`src/pkg/disp_timing_consts.vh`:
```
/*
  Constants for the display pipe timing generator: format codes, line and
  pixel totals per format, active widths, and the pixel clock limits.
  Assumes it is included by bare name from every design file that needs it.
*/
`ifndef DISP_TIMING_CONSTS_VH
`define DISP_TIMING_CONSTS_VH

// ----------------------------------------------------------------------
// Format codes
// ----------------------------------------------------------------------
`define FMT_480I_720  4'h0
`define FMT_480I_640  4'h1
`define FMT_480P_720  4'h2
`define FMT_480P_640  4'h3
`define FMT_720P      4'h4
`define FMT_1080I     4'h5
`define FMT_1080P     4'h6
`define FMT_576I      4'h7
`define FMT_768P_1280 4'h8
`define FMT_768P_1366 4'h9

// ----------------------------------------------------------------------
// Totals and active sizes
// ----------------------------------------------------------------------
`define VTOT_480  12'h20d
`define HTOT_480  12'h35a
`define VTOT_720  12'h2ee
`define HTOT_720  12'h672
`define VTOT_1080 12'h465
`define HTOT_1080 12'h898
`define VTOT_576  12'h271
`define HTOT_576  12'h360
`define VTOT_768A 12'h322
`define HTOT_768A 12'h698
`define VTOT_768B 12'h325
`define HTOT_768B 12'h678
`define VACT_480  12'h1e0
`define VACT_720  12'h2d0
`define VACT_1080 12'h438
`define VACT_576  12'h240
`define VACT_768  12'h300
`define HACT_720  12'h2d0
`define HACT_640  12'h280
`define HACT_1280 12'h500
`define HACT_1920 12'h780
`define HACT_1366 12'h556

// ----------------------------------------------------------------------
// Border, porch and sync widths (uniform choice for all formats)
// ----------------------------------------------------------------------
`define BORDER_W  12'h008
`define HFP_W     12'h008
`define HSYNC_W   12'h020
`define VFP_L     12'h003
`define VSYNC_L   12'h003
`define BORDER_L  12'h001

// ----------------------------------------------------------------------
// Pixel clock limits in MHz, system clock in MHz and ns
// ----------------------------------------------------------------------
`define PCLK_SINGLE_MHZ 165
`define PCLK_DUAL_MHZ   330
`define SYNC_CLK_MHZ    125
`define SYNC_CLK_NS     8

`endif

```
`src/display_pipe_timing_generator.v`:
```
/*
  Timing generator for the first display pipe: counts pixels and lines on
  each rising pixel clock edge, decodes active, border, blank and sync, marks
  interlaced fields, and routes buffered pixels to the two digital ports.
  Assumes pixel data arrives on clk_i with valid/ready and that the pixel
  clock pin is sampled here, not used as a clock.
*/
`timescale 1ns/1ps
`include "disp_timing_consts.vh"
module display_pipe_timing_generator #(
  parameter DW = 24,
  parameter FIFO_DEPTH = 8
) (
  input wire clk_i,
  input wire rst_i,
  input wire pix_clk_i,
  input wire native_strap_i,
  input wire [3:0] format_i,
  input wire dual_port_i,
  input wire port_b_sel_pipe_b_i,
  input wire port_c_sel_pipe_b_i,
  input wire pix_valid_i,
  output wire pix_ready_o,
  input wire [DW-1:0] pix_data_i,
  input wire [DW-1:0] pipe_b_data_i,
  output reg hsync_o,
  output reg vsync_o,
  output reg hblank_o,
  output reg vblank_o,
  output reg border_o,
  output reg active_o,
  output reg field_identity_o,
  output reg underrun_o,
  output reg [DW-1:0] digital_port_b_o,
  output reg [DW-1:0] digital_port_c_o,
  output reg format_ok_o
);
  // --------------------------------------------------------------------
  // Pixel clock enable and data buffer
  // --------------------------------------------------------------------
  wire pix_en;
  wire fifo_valid;
  wire [DW-1:0] fifo_data;
  wire fifo_pop;

  pix_clk_sampler u_smp (
    .clk_i(clk_i),
    .rst_i(rst_i),
    .pix_clk_i(pix_clk_i),
    .pix_en_o(pix_en)
  );

  // Pointer width follows the depth, so a deeper buffer still wraps right
  localparam FIFO_AW = $clog2(FIFO_DEPTH);

  sync_fifo #(.WIDTH(DW), .DEPTH(FIFO_DEPTH), .AW(FIFO_AW)) u_fifo (
    .clk_i(clk_i),
    .rst_i(rst_i),
    .in_valid_i(pix_valid_i),
    .in_ready_o(pix_ready_o),
    .in_data_i(pix_data_i),
    .out_valid_o(fifo_valid),
    .out_ready_i(fifo_pop),
    .out_data_o(fifo_data)
  );

  // --------------------------------------------------------------------
  // Format decode
  // --------------------------------------------------------------------
  reg [11:0] htot;
  reg [11:0] vtot;
  reg [11:0] hact;
  reg [11:0] vact;
  reg interlaced;
  reg progressive;

  always @* begin
    htot = `HTOT_480;
    vtot = `VTOT_480;
    hact = `HACT_720;
    vact = `VACT_480;
    interlaced = 1'b0;
    progressive = 1'b1;
    case (format_i)
      `FMT_480I_720: begin
        interlaced = 1'b1;
        progressive = 1'b0;
      end
      `FMT_480I_640: begin
        hact = `HACT_640;
        interlaced = 1'b1;
        progressive = 1'b0;
      end
      `FMT_480P_640: begin
        hact = `HACT_640;
      end
      `FMT_720P: begin
        htot = `HTOT_720;
        vtot = `VTOT_720;
        hact = `HACT_1280;
        vact = `VACT_720;
      end
      `FMT_1080I: begin
        htot = `HTOT_1080;
        vtot = `VTOT_1080;
        hact = `HACT_1920;
        vact = `VACT_1080;
        interlaced = 1'b1;
        progressive = 1'b0;
      end
      `FMT_1080P: begin
        htot = `HTOT_1080;
        vtot = `VTOT_1080;
        hact = `HACT_1920;
        vact = `VACT_1080;
      end
      `FMT_576I: begin
        htot = `HTOT_576;
        vtot = `VTOT_576;
        vact = `VACT_576;
        interlaced = 1'b1;
        progressive = 1'b0;
      end
      `FMT_768P_1280: begin
        htot = `HTOT_768A;
        vtot = `VTOT_768A;
        hact = `HACT_1280;
        vact = `VACT_768;
      end
      `FMT_768P_1366: begin
        htot = `HTOT_768B;
        vtot = `VTOT_768B;
        hact = `HACT_1366;
        vact = `VACT_768;
      end
      default: begin
      end
    endcase
  end

  // Progressive formats are refused without the native strap
  wire fmt_ok = (format_i <= `FMT_768P_1366) & (interlaced | native_strap_i);
  wire [11:0] vfield = interlaced ? {1'b0, vtot[11:1]} : vtot;
  wire [11:0] vact_f = interlaced ? {1'b0, vact[11:1]} : vact;

  // --------------------------------------------------------------------
  // Counters
  // --------------------------------------------------------------------
  reg [11:0] hcnt_q;
  reg [11:0] vcnt_q;
  reg second_q;
  // Second field is one line longer, giving odd totals such as 525
  wire [11:0] vlast = (interlaced && second_q) ? vfield : vfield - 12'h001;
  wire line_end = (hcnt_q == htot - 12'h001);
  wire frame_end = line_end & (vcnt_q == vlast);

  always @(posedge clk_i) begin
    if (rst_i || !fmt_ok) begin
      hcnt_q <= 12'h000;
      vcnt_q <= 12'h000;
      second_q <= 1'b0;
    end else if (pix_en) begin
      hcnt_q <= line_end ? 12'h000 : hcnt_q + 12'h001;
      if (line_end) begin
        vcnt_q <= frame_end ? 12'h000 : vcnt_q + 12'h001;
      end
      if (frame_end) begin
        second_q <= interlaced & ~second_q;
      end
    end
  end

  // --------------------------------------------------------------------
  // Period decode
  // --------------------------------------------------------------------
  // Layout per line: active, right border, blank(front porch, sync, back
  // porch), left border. Left border sits at the end before the wrap.
  wire [11:0] hbord_r_end = hact + `BORDER_W;
  wire [11:0] hbord_l_beg = htot - `BORDER_W;
  wire [11:0] hs_beg = hbord_r_end + `HFP_W;
  wire [11:0] hs_end = hs_beg + `HSYNC_W;
  wire [11:0] vbord_b_end = vact_f + `BORDER_L;
  wire [11:0] vbord_t_beg = vlast;
  wire [11:0] vs_beg = vbord_b_end + `VFP_L;
  wire [11:0] vs_end = vs_beg + `VSYNC_L;
  wire [11:0] half_line = {1'b0, htot[11:1]};

  // Half-open window test shared by the blank and sync decodes
  function in_span;
    input [11:0] pos;
    input [11:0] lo;
    input [11:0] hi;
    begin
      in_span = (pos >= lo) && (pos < hi);
    end
  endfunction

  wire h_act = hcnt_q < hact;
  wire h_blank = in_span(hcnt_q, hbord_r_end, hbord_l_beg);
  wire h_bord = !h_act && !h_blank;
  wire v_act = vcnt_q < vact_f;
  wire v_blank = in_span(vcnt_q, vbord_b_end, vbord_t_beg);
  wire v_bord = !v_act && !v_blank;
  // Porch widths keep sync start clear of the blank start
  wire h_sync = h_blank && in_span(hcnt_q, hs_beg, hs_end);
  // First field: vsync edges at hs_beg inside the line, aligned with hsync start.
  // Second field: edges moved to half line, ahead of the hsync pulse.
  wire v_in = in_span(vcnt_q, vs_beg, vs_end);
  wire v_prev = in_span(vcnt_q, vs_beg + 12'h001, vs_end + 12'h001);
  // Lines of the vertical blank that follow the field's vsync
  wire fid_late = vcnt_q > vs_end;
  wire v_sync_p = v_blank && (v_in && hcnt_q >= hs_beg || v_prev && hcnt_q < hs_beg);
  wire v_sync_i = v_blank && (v_in && hcnt_q >= half_line || v_prev && hcnt_q < half_line);
  wire v_sync = (interlaced && second_q) ? v_sync_i : v_sync_p;
  wire show = h_act && v_act && fmt_ok;
  assign fifo_pop = pix_en & show;

  // --------------------------------------------------------------------
  // Registered outputs
  // --------------------------------------------------------------------
  always @(posedge clk_i) begin
    if (rst_i) begin
      hsync_o <= 1'b0;
      vsync_o <= 1'b0;
      hblank_o <= 1'b1;
      vblank_o <= 1'b1;
      border_o <= 1'b0;
      active_o <= 1'b0;
      field_identity_o <= 1'b1;
      underrun_o <= 1'b0;
      digital_port_b_o <= {DW{1'b0}};
      digital_port_c_o <= {DW{1'b0}};
      format_ok_o <= 1'b0;
    end else begin
      format_ok_o <= fmt_ok;
      if (pix_en) begin
        hsync_o <= h_sync & fmt_ok;
        vsync_o <= v_sync & fmt_ok;
        hblank_o <= h_blank | ~fmt_ok;
        vblank_o <= v_blank | ~fmt_ok;
        border_o <= (h_bord & !v_blank | v_bord & !h_blank) & fmt_ok;
        active_o <= show;
        // Flips inside vertical blank once the field's vsync is over, so the
        // first field's vsync still goes out with the mark high
        field_identity_o <= ~interlaced | ~(fid_late ^ second_q);
        underrun_o <= show & ~fifo_valid;
        // Only pipe A exists here; pipe B data comes in from outside
        digital_port_b_o <= port_b_sel_pipe_b_i ? pipe_b_data_i :
                            (show ? fifo_data : {DW{1'b0}});
        // Combined mode ignores the port C select and sends pipe A to C for the wide pixel clock
        digital_port_c_o <= (port_c_sel_pipe_b_i && !dual_port_i) ? pipe_b_data_i :
                            (show ? fifo_data : {DW{1'b0}});
      end
    end
  end
endmodule

```
`src/pix_clk_sampler.v`:
```
/*
  Samples the pixel clock pin into the system clock domain and emits a
  one-cycle enable per rising edge of the pixel clock.
  Assumes the pixel clock is well below half of clk_i in the bench.
*/
`timescale 1ns/1ps
module pix_clk_sampler (
  input wire clk_i,
  input wire rst_i,
  input wire pix_clk_i,
  output wire pix_en_o
);
  reg meta_q;
  reg sync_q;
  reg prev_q;

  always @(posedge clk_i) begin
    if (rst_i) begin
      meta_q <= 1'b0;
      sync_q <= 1'b0;
      prev_q <= 1'b0;
    end else begin
      meta_q <= pix_clk_i;
      sync_q <= meta_q;
      prev_q <= sync_q;
    end
  end

  assign pix_en_o = sync_q & ~prev_q;
endmodule

```
`src/sync_fifo.v`:
```
/*
  Synchronous FIFO with valid/ready on both sides, parameter width and depth.
  Assumes one clock and a synchronous active-high reset.
*/
`timescale 1ns/1ps
module sync_fifo #(
  parameter WIDTH = 24,
  parameter DEPTH = 8,
  parameter AW = 3
) (
  input wire clk_i,
  input wire rst_i,
  input wire in_valid_i,
  output wire in_ready_o,
  input wire [WIDTH-1:0] in_data_i,
  output wire out_valid_o,
  input wire out_ready_i,
  output wire [WIDTH-1:0] out_data_o
);
  reg [WIDTH-1:0] mem [0:DEPTH-1];
  reg [AW-1:0] wr_q;
  reg [AW-1:0] rd_q;
  reg [AW:0] cnt_q;
  wire push;
  wire pop;

  assign in_ready_o = (cnt_q != DEPTH[AW:0]);
  assign out_valid_o = (cnt_q != {(AW+1){1'b0}});
  assign out_data_o = mem[rd_q];
  assign push = in_valid_i & in_ready_o;
  assign pop = out_valid_o & out_ready_i;

  always @(posedge clk_i) begin
    if (push) begin
      mem[wr_q] <= in_data_i;
    end
    if (rst_i) begin
      wr_q <= {AW{1'b0}};
      rd_q <= {AW{1'b0}};
      cnt_q <= {(AW+1){1'b0}};
    end else begin
      if (push) begin
        wr_q <= (wr_q == DEPTH - 1) ? {AW{1'b0}} : wr_q + 1'b1;
      end
      if (pop) begin
        rd_q <= (rd_q == DEPTH - 1) ? {AW{1'b0}} : rd_q + 1'b1;
      end
      if (push && !pop) begin
        cnt_q <= cnt_q + 1'b1;
      end else if (pop && !push) begin
        cnt_q <= cnt_q - 1'b1;
      end
    end
  end
endmodule

```
`config.mk`:
```
export PLATFORM = sky130hd
export DESIGN_NAME = display_pipe_timing_generator
export DESIGN_NICKNAME = d
export VERILOG_FILES = /design/src/display_pipe_timing_generator.v /design/src/pix_clk_sampler.v /design/src/sync_fifo.v
export VERILOG_INCLUDE_DIRS = /design/src /design/src/pkg
export SDC_FILE = /design/constraint.sdc
export NUM_CORES = 1
export LEC_CHECK = 0
export ABC_AREA = 1
export ABC_CLOCK_PERIOD_IN_PS = 5150
export BUFFER_PORTS_ARGS = -buffer_cell sky130_fd_sc_hd__buf_4
export CAP_MARGIN = 25
export CORE_MARGIN = 3
export CORE_UTILIZATION = 25
export CTS_CLUSTER_DIAMETER = 200
export DETAILED_ROUTE_END_ITERATION = 7
export PLACE_DENSITY_LB_ADDON = 0.2
export SETUP_SLACK_MARGIN = 0.2
export SLEW_MARGIN = 20
export SYNTH_ARGS = -nofsm -noshare
export SYNTH_HDL_FRONTEND = slang
export SYNTH_HIERARCHICAL = 1
export SYNTH_SLANG_ARGS = --single-unit
```
`constraint.sdc`:
```
create_clock -name clk_i -period 5.15 [get_ports clk_i]
set_input_delay 0.515 -clock clk_i [delete_from_list [all_inputs] [get_ports clk_i]]
set_output_delay 0.515 -clock clk_i [all_outputs]
set_load 0.02 [all_outputs]
```
==> results of run 1 <==
[area by class of cell]
| class | count | share of cell area, % |
|---|---|---|
| Multi-Input combinational cell | 1259 | 37.0 |
| Timing Repair Buffer | 135 | 5.78 |
| Inverter | 106 | 2.24 |
| Clock buffer | 50 | 5.66 |
| Tap cell | 773 | 5.39 |
| Clock inverter | 17 | 0.878 |
| Sequential cell | 290 | 43.0 |
[flip-flops by register name, indices dropped and copies added, names as in the netlist, named ones only]
signal	cells
u_fifo/mem	192
u_fifo/wr_q	3
u_fifo/rd_q	3
field_identity_o	1
u_smp/prev_q	1
second_q	1
u_smp/sync_q	1
vsync_o	1
vblank_o	1
vcnt_q	12
digital_port_b_o	24
u_fifo/cnt_q	4
hcnt_q	12
hblank_o	1
underrun_o	1
border_o	1
active_o	1
format_ok_o	1
u_smp/meta_q	1
digital_port_c_o	24
hsync_o	1
[routing by layer]
layer | vias to the layer above | GRT usage, % | part of all wire [%] | wire, um
met2 | 260 | 23.8 | 46 | 21400
li1 | 6053 | - | - | -
met1 | 5834 | 20.0 | 48 | 22500
met3 | 75 | 2.62 | 4.4 | 2080
met5 | - | 0 | 0.12 | 55
met4 | 8 | 4.14 | 2.1 | 983
[logic make-up after synthesis]
family,after synthesis
fa+ha+maj,95
buf+inv,180
compound gates,358
simple gates,776
xor+xnor,26
flops,290
other cells,1
[worst paths after layout]
check	startpoint	to	slack [ps]	cells after the start
max	format_i[3]	u_fifo/cnt_q[3]$_SDFFE_PP0P_	1170	24
min reg2reg	u_smp/meta_q$_SDFF_PP0_	u_smp/sync_q$_SDFF_PP0_	410	2
max reg2reg	hcnt_q[7]$_SDFFE_PP0P_	u_fifo/cnt_q[3]$_SDFFE_PP0P_	1760	16
min	pix_clk_i	u_smp/meta_q$_SDFF_PP0_	170	3
[critical path: cells and delay by family]
kind / cells / cell delay (ps)
adder cells (fa/ha/maj): 3 / 810
AO/OA/AOI/OAI: 4 / 870
buffers and inverters: 5 / 530
AND/OR/NAND/NOR: 12 / 1690
[stage by stage]
stage	total power [mW]	cells	setup slack (ps)	instance area, sq um	hold WS [ps]
6_report	5.87	2630	1170	18000	168
4_1_cts	5.96	2628	1190	17900	130
3_3_place_gp	3.38	2561	719	16700	410
3_5_place_dp	3.39	2561	592	16700	408
5_1_grt	6.14	2630	841	18000	161
2_1_floorplan	3.12	1729	1190	15100	388
[where the power goes]
| part | switching (mW) | internal [mW] |
|---|---|---|
| sequential | 0.0406 | 2.59 |
| combinational | 0.485 | 0.225 |
| clock | 1.04 | 1.49 |
[cells in the final DEF, fill, tap and decap left out, types with 3 or more instances in the layout]
cell type / count
nand3b_1: 9
xor2_1: 22
and2_1: 3
nor2_4: 8
or2_2: 3
a21oi_1: 118
o21ai_1: 61
a31oi_1: 3
a21o_1: 48
buf_4: 133
o21ai_0: 115
xnor2_1: 4
nand2_2: 6
o211ai_1: 4
clkinv_1: 5
nand2_1: 355
nor4_1: 6
nand3_1: 50
edfxtp_1: 192
nor3_1: 16
dfxtp_1: 96
inv_2: 12
clkbuf_1: 10
conb_1: 4
clkinv_2: 7
ha_1: 94
nor2_2: 10
nor2_1: 280
clkbuf_16: 38
inv_1: 92
nand3_2: 3
nand4_1: 21
==> impl_results.md, run 1 <==
- PortBufs: about 120
- Top-count cell post-synth: nand2_1
- Syn_area_per_cell: just under 9 sq um
- Drt drc: 0
- CTS max path bufs: 3
- Leak: 7.16 nW
- Antenna viol nets, final: 0
- Slowest cell delay on critical path: between 400 and 500 ps
- Worst-Skew Late Latency: 560 ps
- Worst Path Arrival: around 4400 ps
- Clock root cell: clkbuf_16
- Clk sinks: 290
- Post-CTS Setup Bufs: 0
- Die Area: about 63,000 sq um
- Power Dens Cells: ~330 nW/um^2
- Final core utilization: a little under a third
- Max H-tree Level: 2
- Simple-gate share of the synthesized area: approximately a fifth
- WP data required: approximately 5600 ps
- Hold Crit Class: in2reg
- First-pass GRT wire length: between 70,000 and 80,000 um
- 1st-iter DRT viols: 758
- Critical path cell sequence: buf_4, inv_2, nand2_2, nor2_4, nand2_4, o21ai_0, o21ai_0, inv_1, ha_1, nand2_1, o21ai_0, a21boi_1, and2_1, nand2_1, nor2_1, nand2_1, ha_1, inv_1, ha_1, or2_2, nand3_1, nand3_1, nand2_1, inv_1
- Gr ovfl total: 0
- Worst Skew: approximately 26 ps
- Top cell type by total area after synthesis: edfxtp_1
- Final setup viols: 0
- Max Clock Freq: around 0.25 GHz
- Reg area: approximately 7700 sq um
- Slew headroom: between 30% and 40%
- Peak VDD IR: ~0.00019 V
- Final setup TNS: 0 ps
- WL final: approximately 47,000 um
- Ys async rst share: 0%
- Post-DP HPWL: around 30,000 um
- Worst-Margin Slew: around 990 ps
- Crit path launch type: input pin
- Mapped Area: roughly 15,000 sq um
- Starting Density: around 25%
- Outcome: finished, final reports clean
- Slowest CP cell: o21ai_0
- Antenna diodes: 0
- Yosys warns: 6
- Hold Vio Cnt, Final: 0
- Largest net degree at the start of global routing: between 90 and 100
- Rows: between 80 and 90
- Adder-Cell Fraction of Synth Area: roughly 7.9%
- Max cap viols: 0
- TritonCTS clock tree: built
- Fin crit period: between 3000 and 4000 ps
- Final GP Congestion: a little under 0.9
- Top FF cell, synth: edfxtp_1
- Pre-antenna DRT Iters: 5
- Period utilisation layout: 77.2%
- XOR/XNOR share of the synthesized area: 1.51%
- Largest family of logic cells by synthesized area: simple AND/OR/NAND/NOR gates
- Yosys top cell area share: a little under two fifths
- I/O Pins: around 120
- CP most frequent cell: nand2_1
- Vias in the first global route: roughly 12k
- Total GRT Usage: ~15%
- CTS clock-pin slew for the worst setup and hold paths: about 50 ps
- Post-synth top cells: 356 x nand2_1, 290 x nor2_1, 192 x edfxtp_1, 118 x a21oi_1, 115 x o21ai_0
- Wire per inst: about 18 um
- Largest cells by area after synthesis: edfxtp_1 38%, dfxtp_1 13%, nand2_1 8.8%, ha_1 7.8%, nor2_1 7.2%
- Initial antenna violation count: 4
- Die outline width: ~250 um
- Post-synth EDFFs: between 150 and 200
- Register area share after synthesis: between 50% and 60%
- # resized after CTS: 0
- Die Ht: 252 um
- Multi-input gate area: 6650 sq um
- CORE AREA: 59,500 sq um
- Critical Path Fanout Max: 13
- Vias per cell: around 4.7
- Hold-fix buffers, CTS: 0
- Number of distinct library cells after synthesis: 45
- Layout cells sized above 1: around an eighth
- Nets: 1,984
- Synthesis-to-finish area growth: 18.7%
- Kind of critical path: in2reg
- Crit end category: flop
- Fin. max-slew vios: 0
- Clock buffers created by TritonCTS: 37
- Compound-cell area share of the yosys netlist: 12.9%
- Mapped Cells: ~1.7k
- RSZ-0062 raised after global routing: false
- Via Count: roughly 12k
- Fillcell total: between 6k and 7k
- Mux contribution to synthesized area: 0%
- Synth Register Bits: 290
(Power assumes the default switching activity.)
==> run 2: changes to the inputs <==
--- a/config.mk
+++ b/config.mk
@@ -7,7 +7,7 @@
 export NUM_CORES = 1
 export LEC_CHECK = 0
 export ABC_AREA = 1
-export ABC_CLOCK_PERIOD_IN_PS = 5150
+export ABC_CLOCK_PERIOD_IN_PS = 3600
 export BUFFER_PORTS_ARGS = -buffer_cell sky130_fd_sc_hd__buf_4
 export CAP_MARGIN = 25
 export CORE_MARGIN = 3
==> constraint.sdc (replaced) <==
create_clock -name clk_i -period 3.6 [get_ports clk_i]
set_input_delay 0.36 -clock clk_i [delete_from_list [all_inputs] [get_ports clk_i]]
set_output_delay 0.36 -clock clk_i [all_outputs]
set_load 0.02 [all_outputs]
==> run 2 against run 1 <==
  * Sequential cell count unchanged
  * First-iteration DRC count down 11%
  * Power up 41%
  * Clock skew up 0.58 ps
  * Core utilization up 0.58 points
  * Sequential share of layout area down 0.81 points
  * Critical endpoint unchanged
  * Largest power group unchanged
  * Highest routed layer unchanged
==> impl_results.md, run 2 (same netlist as run 1, synthesis figures left out) <==
- Kind of critical path: in2reg
- Net load switching power: 2.24 mW (+43%)
- RSZ-0062 raised after global routing: false
- Critical Path Fanout Max: 9 (-4)
- CP Launch Point: format_i[1]
- Crit end category: flop
- DR WL met3: 2050 um (-1.4%)
- Clk pwr share: 41.6% (-1.5 points)
- Power Dens Cells: 451 nW/um^2 (+38%)
- Antenna diodes: 0 (unchanged)
- Vias in the first global route: 11.8k (+0.068%)
- TritonCTS clock tree: built
- DP Cell Count: 2,602 (+1.6%)
- Worst-Margin Slew: 832 ps (-163 ps)
- Gr ovfl total: 0 (unchanged)
- Final setup viols: 0 (unchanged)
- Sequential power share: 45.5% (+0.7 points)
- Fin. max-slew vios: 0 (unchanged)
- Period utilisation layout: a little over four fifths
- Starting Density: 25.4% (unchanged)
- WP data required: 4050 ps (-1560 ps)
- Total GRT Usage: 15.0% (+0.39 points)
- Hold Path Origin: pix_data_i[17]
- Leak: 7.33 nW (+2.3%)
- Max FFs per register: 192 (unchanged)
- DRT met1 WL: 23,100 um (+2.8%)
- I/O Pins: 118 (unchanged)
- Final GP Congestion: 0.868 (-0.99%)
- Commonest cells after routing, fill and taps aside: 352 x nand2_1, 279 x nor2_1, 192 x edfxtp_1
- Hold slack: 49.2 ps (-119 ps)
- Uppermost routed layer: met5
- CORE AREA: 59,500 sq um (unchanged)
- Switching Share: 27.1% (+0.48 points)
- Outcome: finished, final reports clean
- Rows: 89 (unchanged)
- WL final: 48,400 um (+3.0%)
- First-pass GRT wire length: 73,600 um (+2.4%)
- Drt drc: 0 (unchanged)
- Synthesis-to-finish area growth: 21.0%
- Final setup TNS: 0 ps (unchanged)
- Vias per cell: 4.58 (-1.5%)
- Hold Crit Class: in2reg
- Via Count: 12.2k (-0.18%)
- Met2 Routed Length: 22,500 um (+5.0%)
- Post-DP HPWL: 32,400 um (+6.9%)
- CTS max path bufs: 3 (unchanged)
- Hold Vio Cnt, Final: 0 (unchanged)
- Max cap viols: 0 (unchanged)
- Pre-antenna DRT Iters: 5 (unchanged)
- 1st-iter DRT viols: 674 (-11%)
- Logic pwr share: 12.9% (+0.8 points)
- Commonest non-fill, non-tap cell in the layout: nand2_1
- Die Area: 63,500 sq um (unchanged)
- Internal power: 6.02 mW (+40%)
- Wire per inst: 18.2 um (+1.7%)
- Total power: 8.26 mW (+41%)
- Peak VDD IR: 0.000244 V (+30%)
- Fin crit period: between 3000 and 4000 ps
- Layout cells sized above 1: 14.8% (+2.2 points)
- Die outline width: 252 um (unchanged)
- Largest net degree at the start of global routing: 97 (unchanged)
- Most flops, register: u_fifo/mem
- Worst-Skew Late Latency: 560 ps (about the same)
- Max H-tree Level: 2 (unchanged)
- Crit path launch type: input pin
- PortBufs: 117 (unchanged)
- CTS clock-pin slew for the worst setup and hold paths: 60 ps (about the same)
- Clock buffers created by TritonCTS: 36 (-2.7%)
- Origin of the critical flop-to-flop path: hcnt_q[10]$_SDFFE_PP0P_
- Clk sinks: 290 (unchanged)
- Nets: 2,025 (+2.1%)
- Regs by FF count: u_fifo/mem x192, digital_port_b_o x24, digital_port_c_o x24
- Max Clock Freq: approximately 0.33 GHz
- Slew headroom: 44.5% (+11 points)
- Initial antenna violation count: 2 (-2)
- Worst Skew: 26.1 ps (+0.584 ps)
- Post-CTS Setup Bufs: 0 (unchanged)
- Antenna viol nets, final: 0 (unchanged)
- Final core utilization: 30.8% (+0.58 points)
- Clock root cell: clkbuf_16
- Non-filler cells in the finished layout: 2,666 (+1.4%)
- Die Ht: 252 um (unchanged)
- Worst Path Arrival: 3460 ps (-980 ps)
[run 2: layout make-up]
class                   count  area (sq um)
well taps                 773           967
multi-input cells        1259          6710
clock inverters            15           129
repair buffers            177          1410
clock buffers              46           958
inverters                 106           400
fillers                  6267         41200
flip-flops and latches    290          7730
[run 2: repair_timing]
| action | 4_1_cts | 5_1_grt |
|---|---|---|
| resized for setup | 0 | 1 |
| endpoints found under the hold margin | 1 | 0 |
| setup endpoints to repair | 0 | 1 |
| hold buffers | 1 | 0 |
[run 2: path summary, 6_finish.rpt]
path | cells past startpoint | slack [ps] | to
setup / recovery | 21 | 580 | u_fifo/cnt_q[3]$_SDFFE_PP0P_
hold / removal | 1 | 50 | u_fifo/mem[2][17]$_DFFE_PP_
setup reg to reg | 16 | 590 | u_fifo/cnt_q[3]$_SDFFE_PP0P_
hold reg to reg | 2 | 420 | u_smp/sync_q$_SDFF_PP0_
[run 2: worst max-delay path: stages]
cell	delay, ps
buf_4	150
nor2_4	170
nand2_2	80
nand2_2	200
nor2_4	70
ha_1	290
nand2_1	100
o21a_1	170
a21boi_1	200
and2_1	190
nand2_1	140
nor2_2	180
nand2_2	90
ha_4	170
inv_2	70
ha_1	250
or2_2	310
nand3_1	80
nand3_1	70
nand2_1	60
inv_1	30
[run 2: metrics by stage]
| step | instance area [sq um] | setup slack, ps |
|---|---|---|
| after floorplan | 15200 | 216 |
| after global routing | 18300 | 302 |
| after global placement | 17200 | 46.2 |
| after detailed placement | 17200 | -14.7 |
| after CTS | 18300 | 567 |
| final | 18300 | 585 |
[run 2: metal layers]
metal | vias up | GRT usage, %
li1 | 6136 | -
met1 | 5791 | 20.6
met2 | 220 | 25.0
met3 | 57 | 2.37
met4 | 4 | 3.46
met5 | - | 0
[run 2: power groups by stage]
| stage | Combinational, mW | Clock, mW | Sequential, mW |
|---|---|---|---|
| after floorplan | 0.626 | 0 | 3.84 |
| after global placement | 1.06 | 0 | 3.82 |
| after detailed placement | 1.07 | 0 | 3.83 |
| after CTS | 1.08 | 3.53 | 3.76 |
| after global routing | 1.21 | 3.67 | 3.77 |
| final | 1.06 | 3.43 | 3.76 |
==> run 3: changes to the inputs <==
--- a/config.mk
+++ b/config.mk
@@ -7,7 +7,7 @@
 export NUM_CORES = 1
 export LEC_CHECK = 0
 export ABC_AREA = 1
-export ABC_CLOCK_PERIOD_IN_PS = 3600
+export ABC_CLOCK_PERIOD_IN_PS = 3000
 export BUFFER_PORTS_ARGS = -buffer_cell sky130_fd_sc_hd__buf_4
 export CAP_MARGIN = 25
 export CORE_MARGIN = 3
==> constraint.sdc (replaced) <==
create_clock -name clk_i -period 3 [get_ports clk_i]
set_input_delay 0.3 -clock clk_i [delete_from_list [all_inputs] [get_ports clk_i]]
set_output_delay 0.3 -clock clk_i [all_outputs]
set_load 0.02 [all_outputs]
==> run 3 against run 2 <==
  * Clock skew decreased by 7.8 ps
  * Count of clock-buffer cells in the layout increased by 2
  * Global-route usage increased by 0.22 points
==> impl_results.md, run 3 (same netlist as run 1, synthesis figures left out) <==
- CTS max path bufs: 3 (unchanged)
- Die outline width: 252 um (unchanged)
- Pre-CTS setup slack: -397 ps (-382 ps)
- TritonCTS clock tree: built
- Outcome: finished, final reports clean
- Clock root cell: clkbuf_16
- Worst Skew: 18.3 ps (-7.82 ps)
- Vias per cell: 4.60 (+0.37%)
- Hold Vio Cnt, Final: 0 (unchanged)
- Post-DP HPWL: 33,200 um (+2.4%)
- Nets: 2,128 (+5.1%)
- WL final: 49,500 um (+2.3%)
- Most flops, register: u_fifo/mem
- Slew headroom: 44.1% (-0.35 points)
- Die Ht: 252 um (unchanged)
- Drt drc: 0 (unchanged)
- Max H-tree Level: 2 (unchanged)
- Vias in the first global route: 12.3k (+4.2%)
- Worst Path Buf+Inv: 5 (+2)
- Critical Path Fanout Max: 4 (-5)
- CP most frequent cell: nor2_4
- Crit end category: flop
- Starting Density: 25.4% (unchanged)
- Period utilisation layout: between 80% and 90%
- PortBufs: 117 (unchanged)
- Commonest cells after routing, fill and taps aside: 350 x nand2_1, 277 x nor2_1, 242 x buf_4
- Critical path cell sequence: buf_4, nor2_4, nor2_4, nand2_4, o21ai_4, o21ai_2, inv_2, ha_1, inv_1, nor4_2, nand2_1, and2_1, nand2_2, nor2_4, nand2_2, ha_4, inv_4, fa_1, xor2_1, o21ai_1, inv_1
- Kind of critical path: in2reg
- CTS clock-pin slew for the worst setup and hold paths: 60 ps (about the same)
- Clk sinks: 290 (unchanged)
- Fin crit period: 2670 ps
- Leak: 7.90 nW (+7.7%)
- Via Count: 12.8k (+4.6%)
- Placement Cell Area: 17,800 sq um (+4.1%)
- Fin. max-slew vios: 0 (unchanged)
- Initial antenna violation count: 7 (+5)
- Slowest CP cell: fa_1
- Max FFs per register: 192 (unchanged)
- Final Cell Area: 19,400 sq um (+5.8%)
- Die Area: 63,500 sq um (unchanged)
- Max cap viols: 0 (unchanged)
- Hold Crit Class: in2reg
- 1st-iter DRT viols: 791 (+17%)
- Synthesis-to-finish area growth: 28.0%
- Top delay family on crit path: simple AND/OR/NAND/NOR gates
- Pre-antenna DRT Iters: 5 (unchanged)
- Gr ovfl total: 0 (unchanged)
- Total power: 10.2 mW (+23%)
- Commonest non-fill, non-tap cell in the layout: nand2_1
- WP data required: 3460 ps (-590 ps)
- Antenna viol nets, final: 0 (unchanged)
- First-pass GRT wire length: 74,500 um (+1.2%)
- Rows: 89 (unchanged)
- Fillcell total: 6,254 (-0.21%)
- Wire per inst: 17.8 um (-1.8%)
- Worst Path Arrival: 3130 ps (-330 ps)
- Layout cells sized above 1: 18.9% (+4.0 points)
- Final setup TNS: 0 ps (unchanged)
- Largest net degree at the start of global routing: 97 (unchanged)
- Peak VDD IR: 0.000390 V (+60%)
- Slowest cell delay on critical path: 370 ps (+60 ps)
- DP Cell Count: 2,678 (+2.9%)
- Regs by FF count: u_fifo/mem x192, digital_port_b_o x24, digital_port_c_o x24
- Crit path launch type: input pin
- CORE AREA: 59,500 sq um (unchanged)
- Clock buffers created by TritonCTS: 37 (+2.8%)
- RSZ-0062 raised after global routing: true
- Power Dens Cells: 525 nW/um^2 (+16%)
- Final GP Congestion: 0.878 (+1.2%)
- Total GRT Usage: 15.3% (+0.22 points)
- Final setup viols: 0 (unchanged)
- Worst-Margin Slew: 831 ps (-1.58 ps)
- Max Clock Freq: around 0.37 GHz
- I/O Pins: 118 (unchanged)
- Non-filler cells in the finished layout: 2,779 (+4.2%)
- Worst-Skew Late Latency: 570 ps (about the same)
- Worst Slack Setup Final: 328 ps (-257 ps)
-- run 3: cell type report --
cell class,count,area [sq um],share of cell area [%]
flip-flops and latches,290,7730,39.9
multi-input cells,1259,6790,35.1
repair buffers,279,2300,11.9
clock buffers,48,997,5.15
well taps,773,967,4.99
inverters,106,405,2.09
clock inverters,17,158,0.814
diodes,7,17.5,0.0905
-- run 3: tightest hold or removal path, delay by kind of cell --
family	cells	cell delay, ps
AO/OA/AOI/OAI	1	70
buffers and inverters	1	110
AND/OR/NAND/NOR	1	70
-- run 3: power breakdown --
group          internal [mW]  switching, mW
Sequential              4.44         0.0681
Combinational          0.525          0.892
Clock                   2.38           1.85
-- run 3: per-stage QoR --
stage          hold WS [ps]  utilization, %
2_1_floorplan           369               -
3_3_place_gp            409            30.0
3_5_place_dp            405            30.0
4_1_cts                6.62            32.4
5_1_grt                33.7            32.6
6_report               40.4            32.6
-- run 3: layer usage --
layer  wire (um)  global-route usage [%]
met1       23100                    20.7
met2       22300                    24.4
met3        2920                    3.48
met4        1120                    4.38
met5           7                       0
-- run 3: path summary, 6_finish.rpt --
kind,from,to,slack (ps),cells after the start
worst max-delay path,format_i[0],u_fifo/cnt_q[2]$_SDFFE_PP0P_,330,21
worst min-delay path,pix_valid_i,u_fifo/wr_q[0]$_SDFFE_PP0P_,40,3
worst max register to register,vcnt_q[10]$_SDFFE_PP0P_,u_fifo/cnt_q[2]$_SDFFE_PP0P_,370,15
worst min register to register,u_smp/meta_q$_SDFF_PP0_,u_smp/sync_q$_SDFF_PP0_,410,2
-- run 3: timing repair --
action                                  in CTS  in global routing
buffers inserted                             0                  2
hold endpoints to repair                   195                  0
pin swaps                                    0                  7
gates resized for setup                      2                 12
endpoints found under the setup margin       2                  4
hold buffers                                26                  0
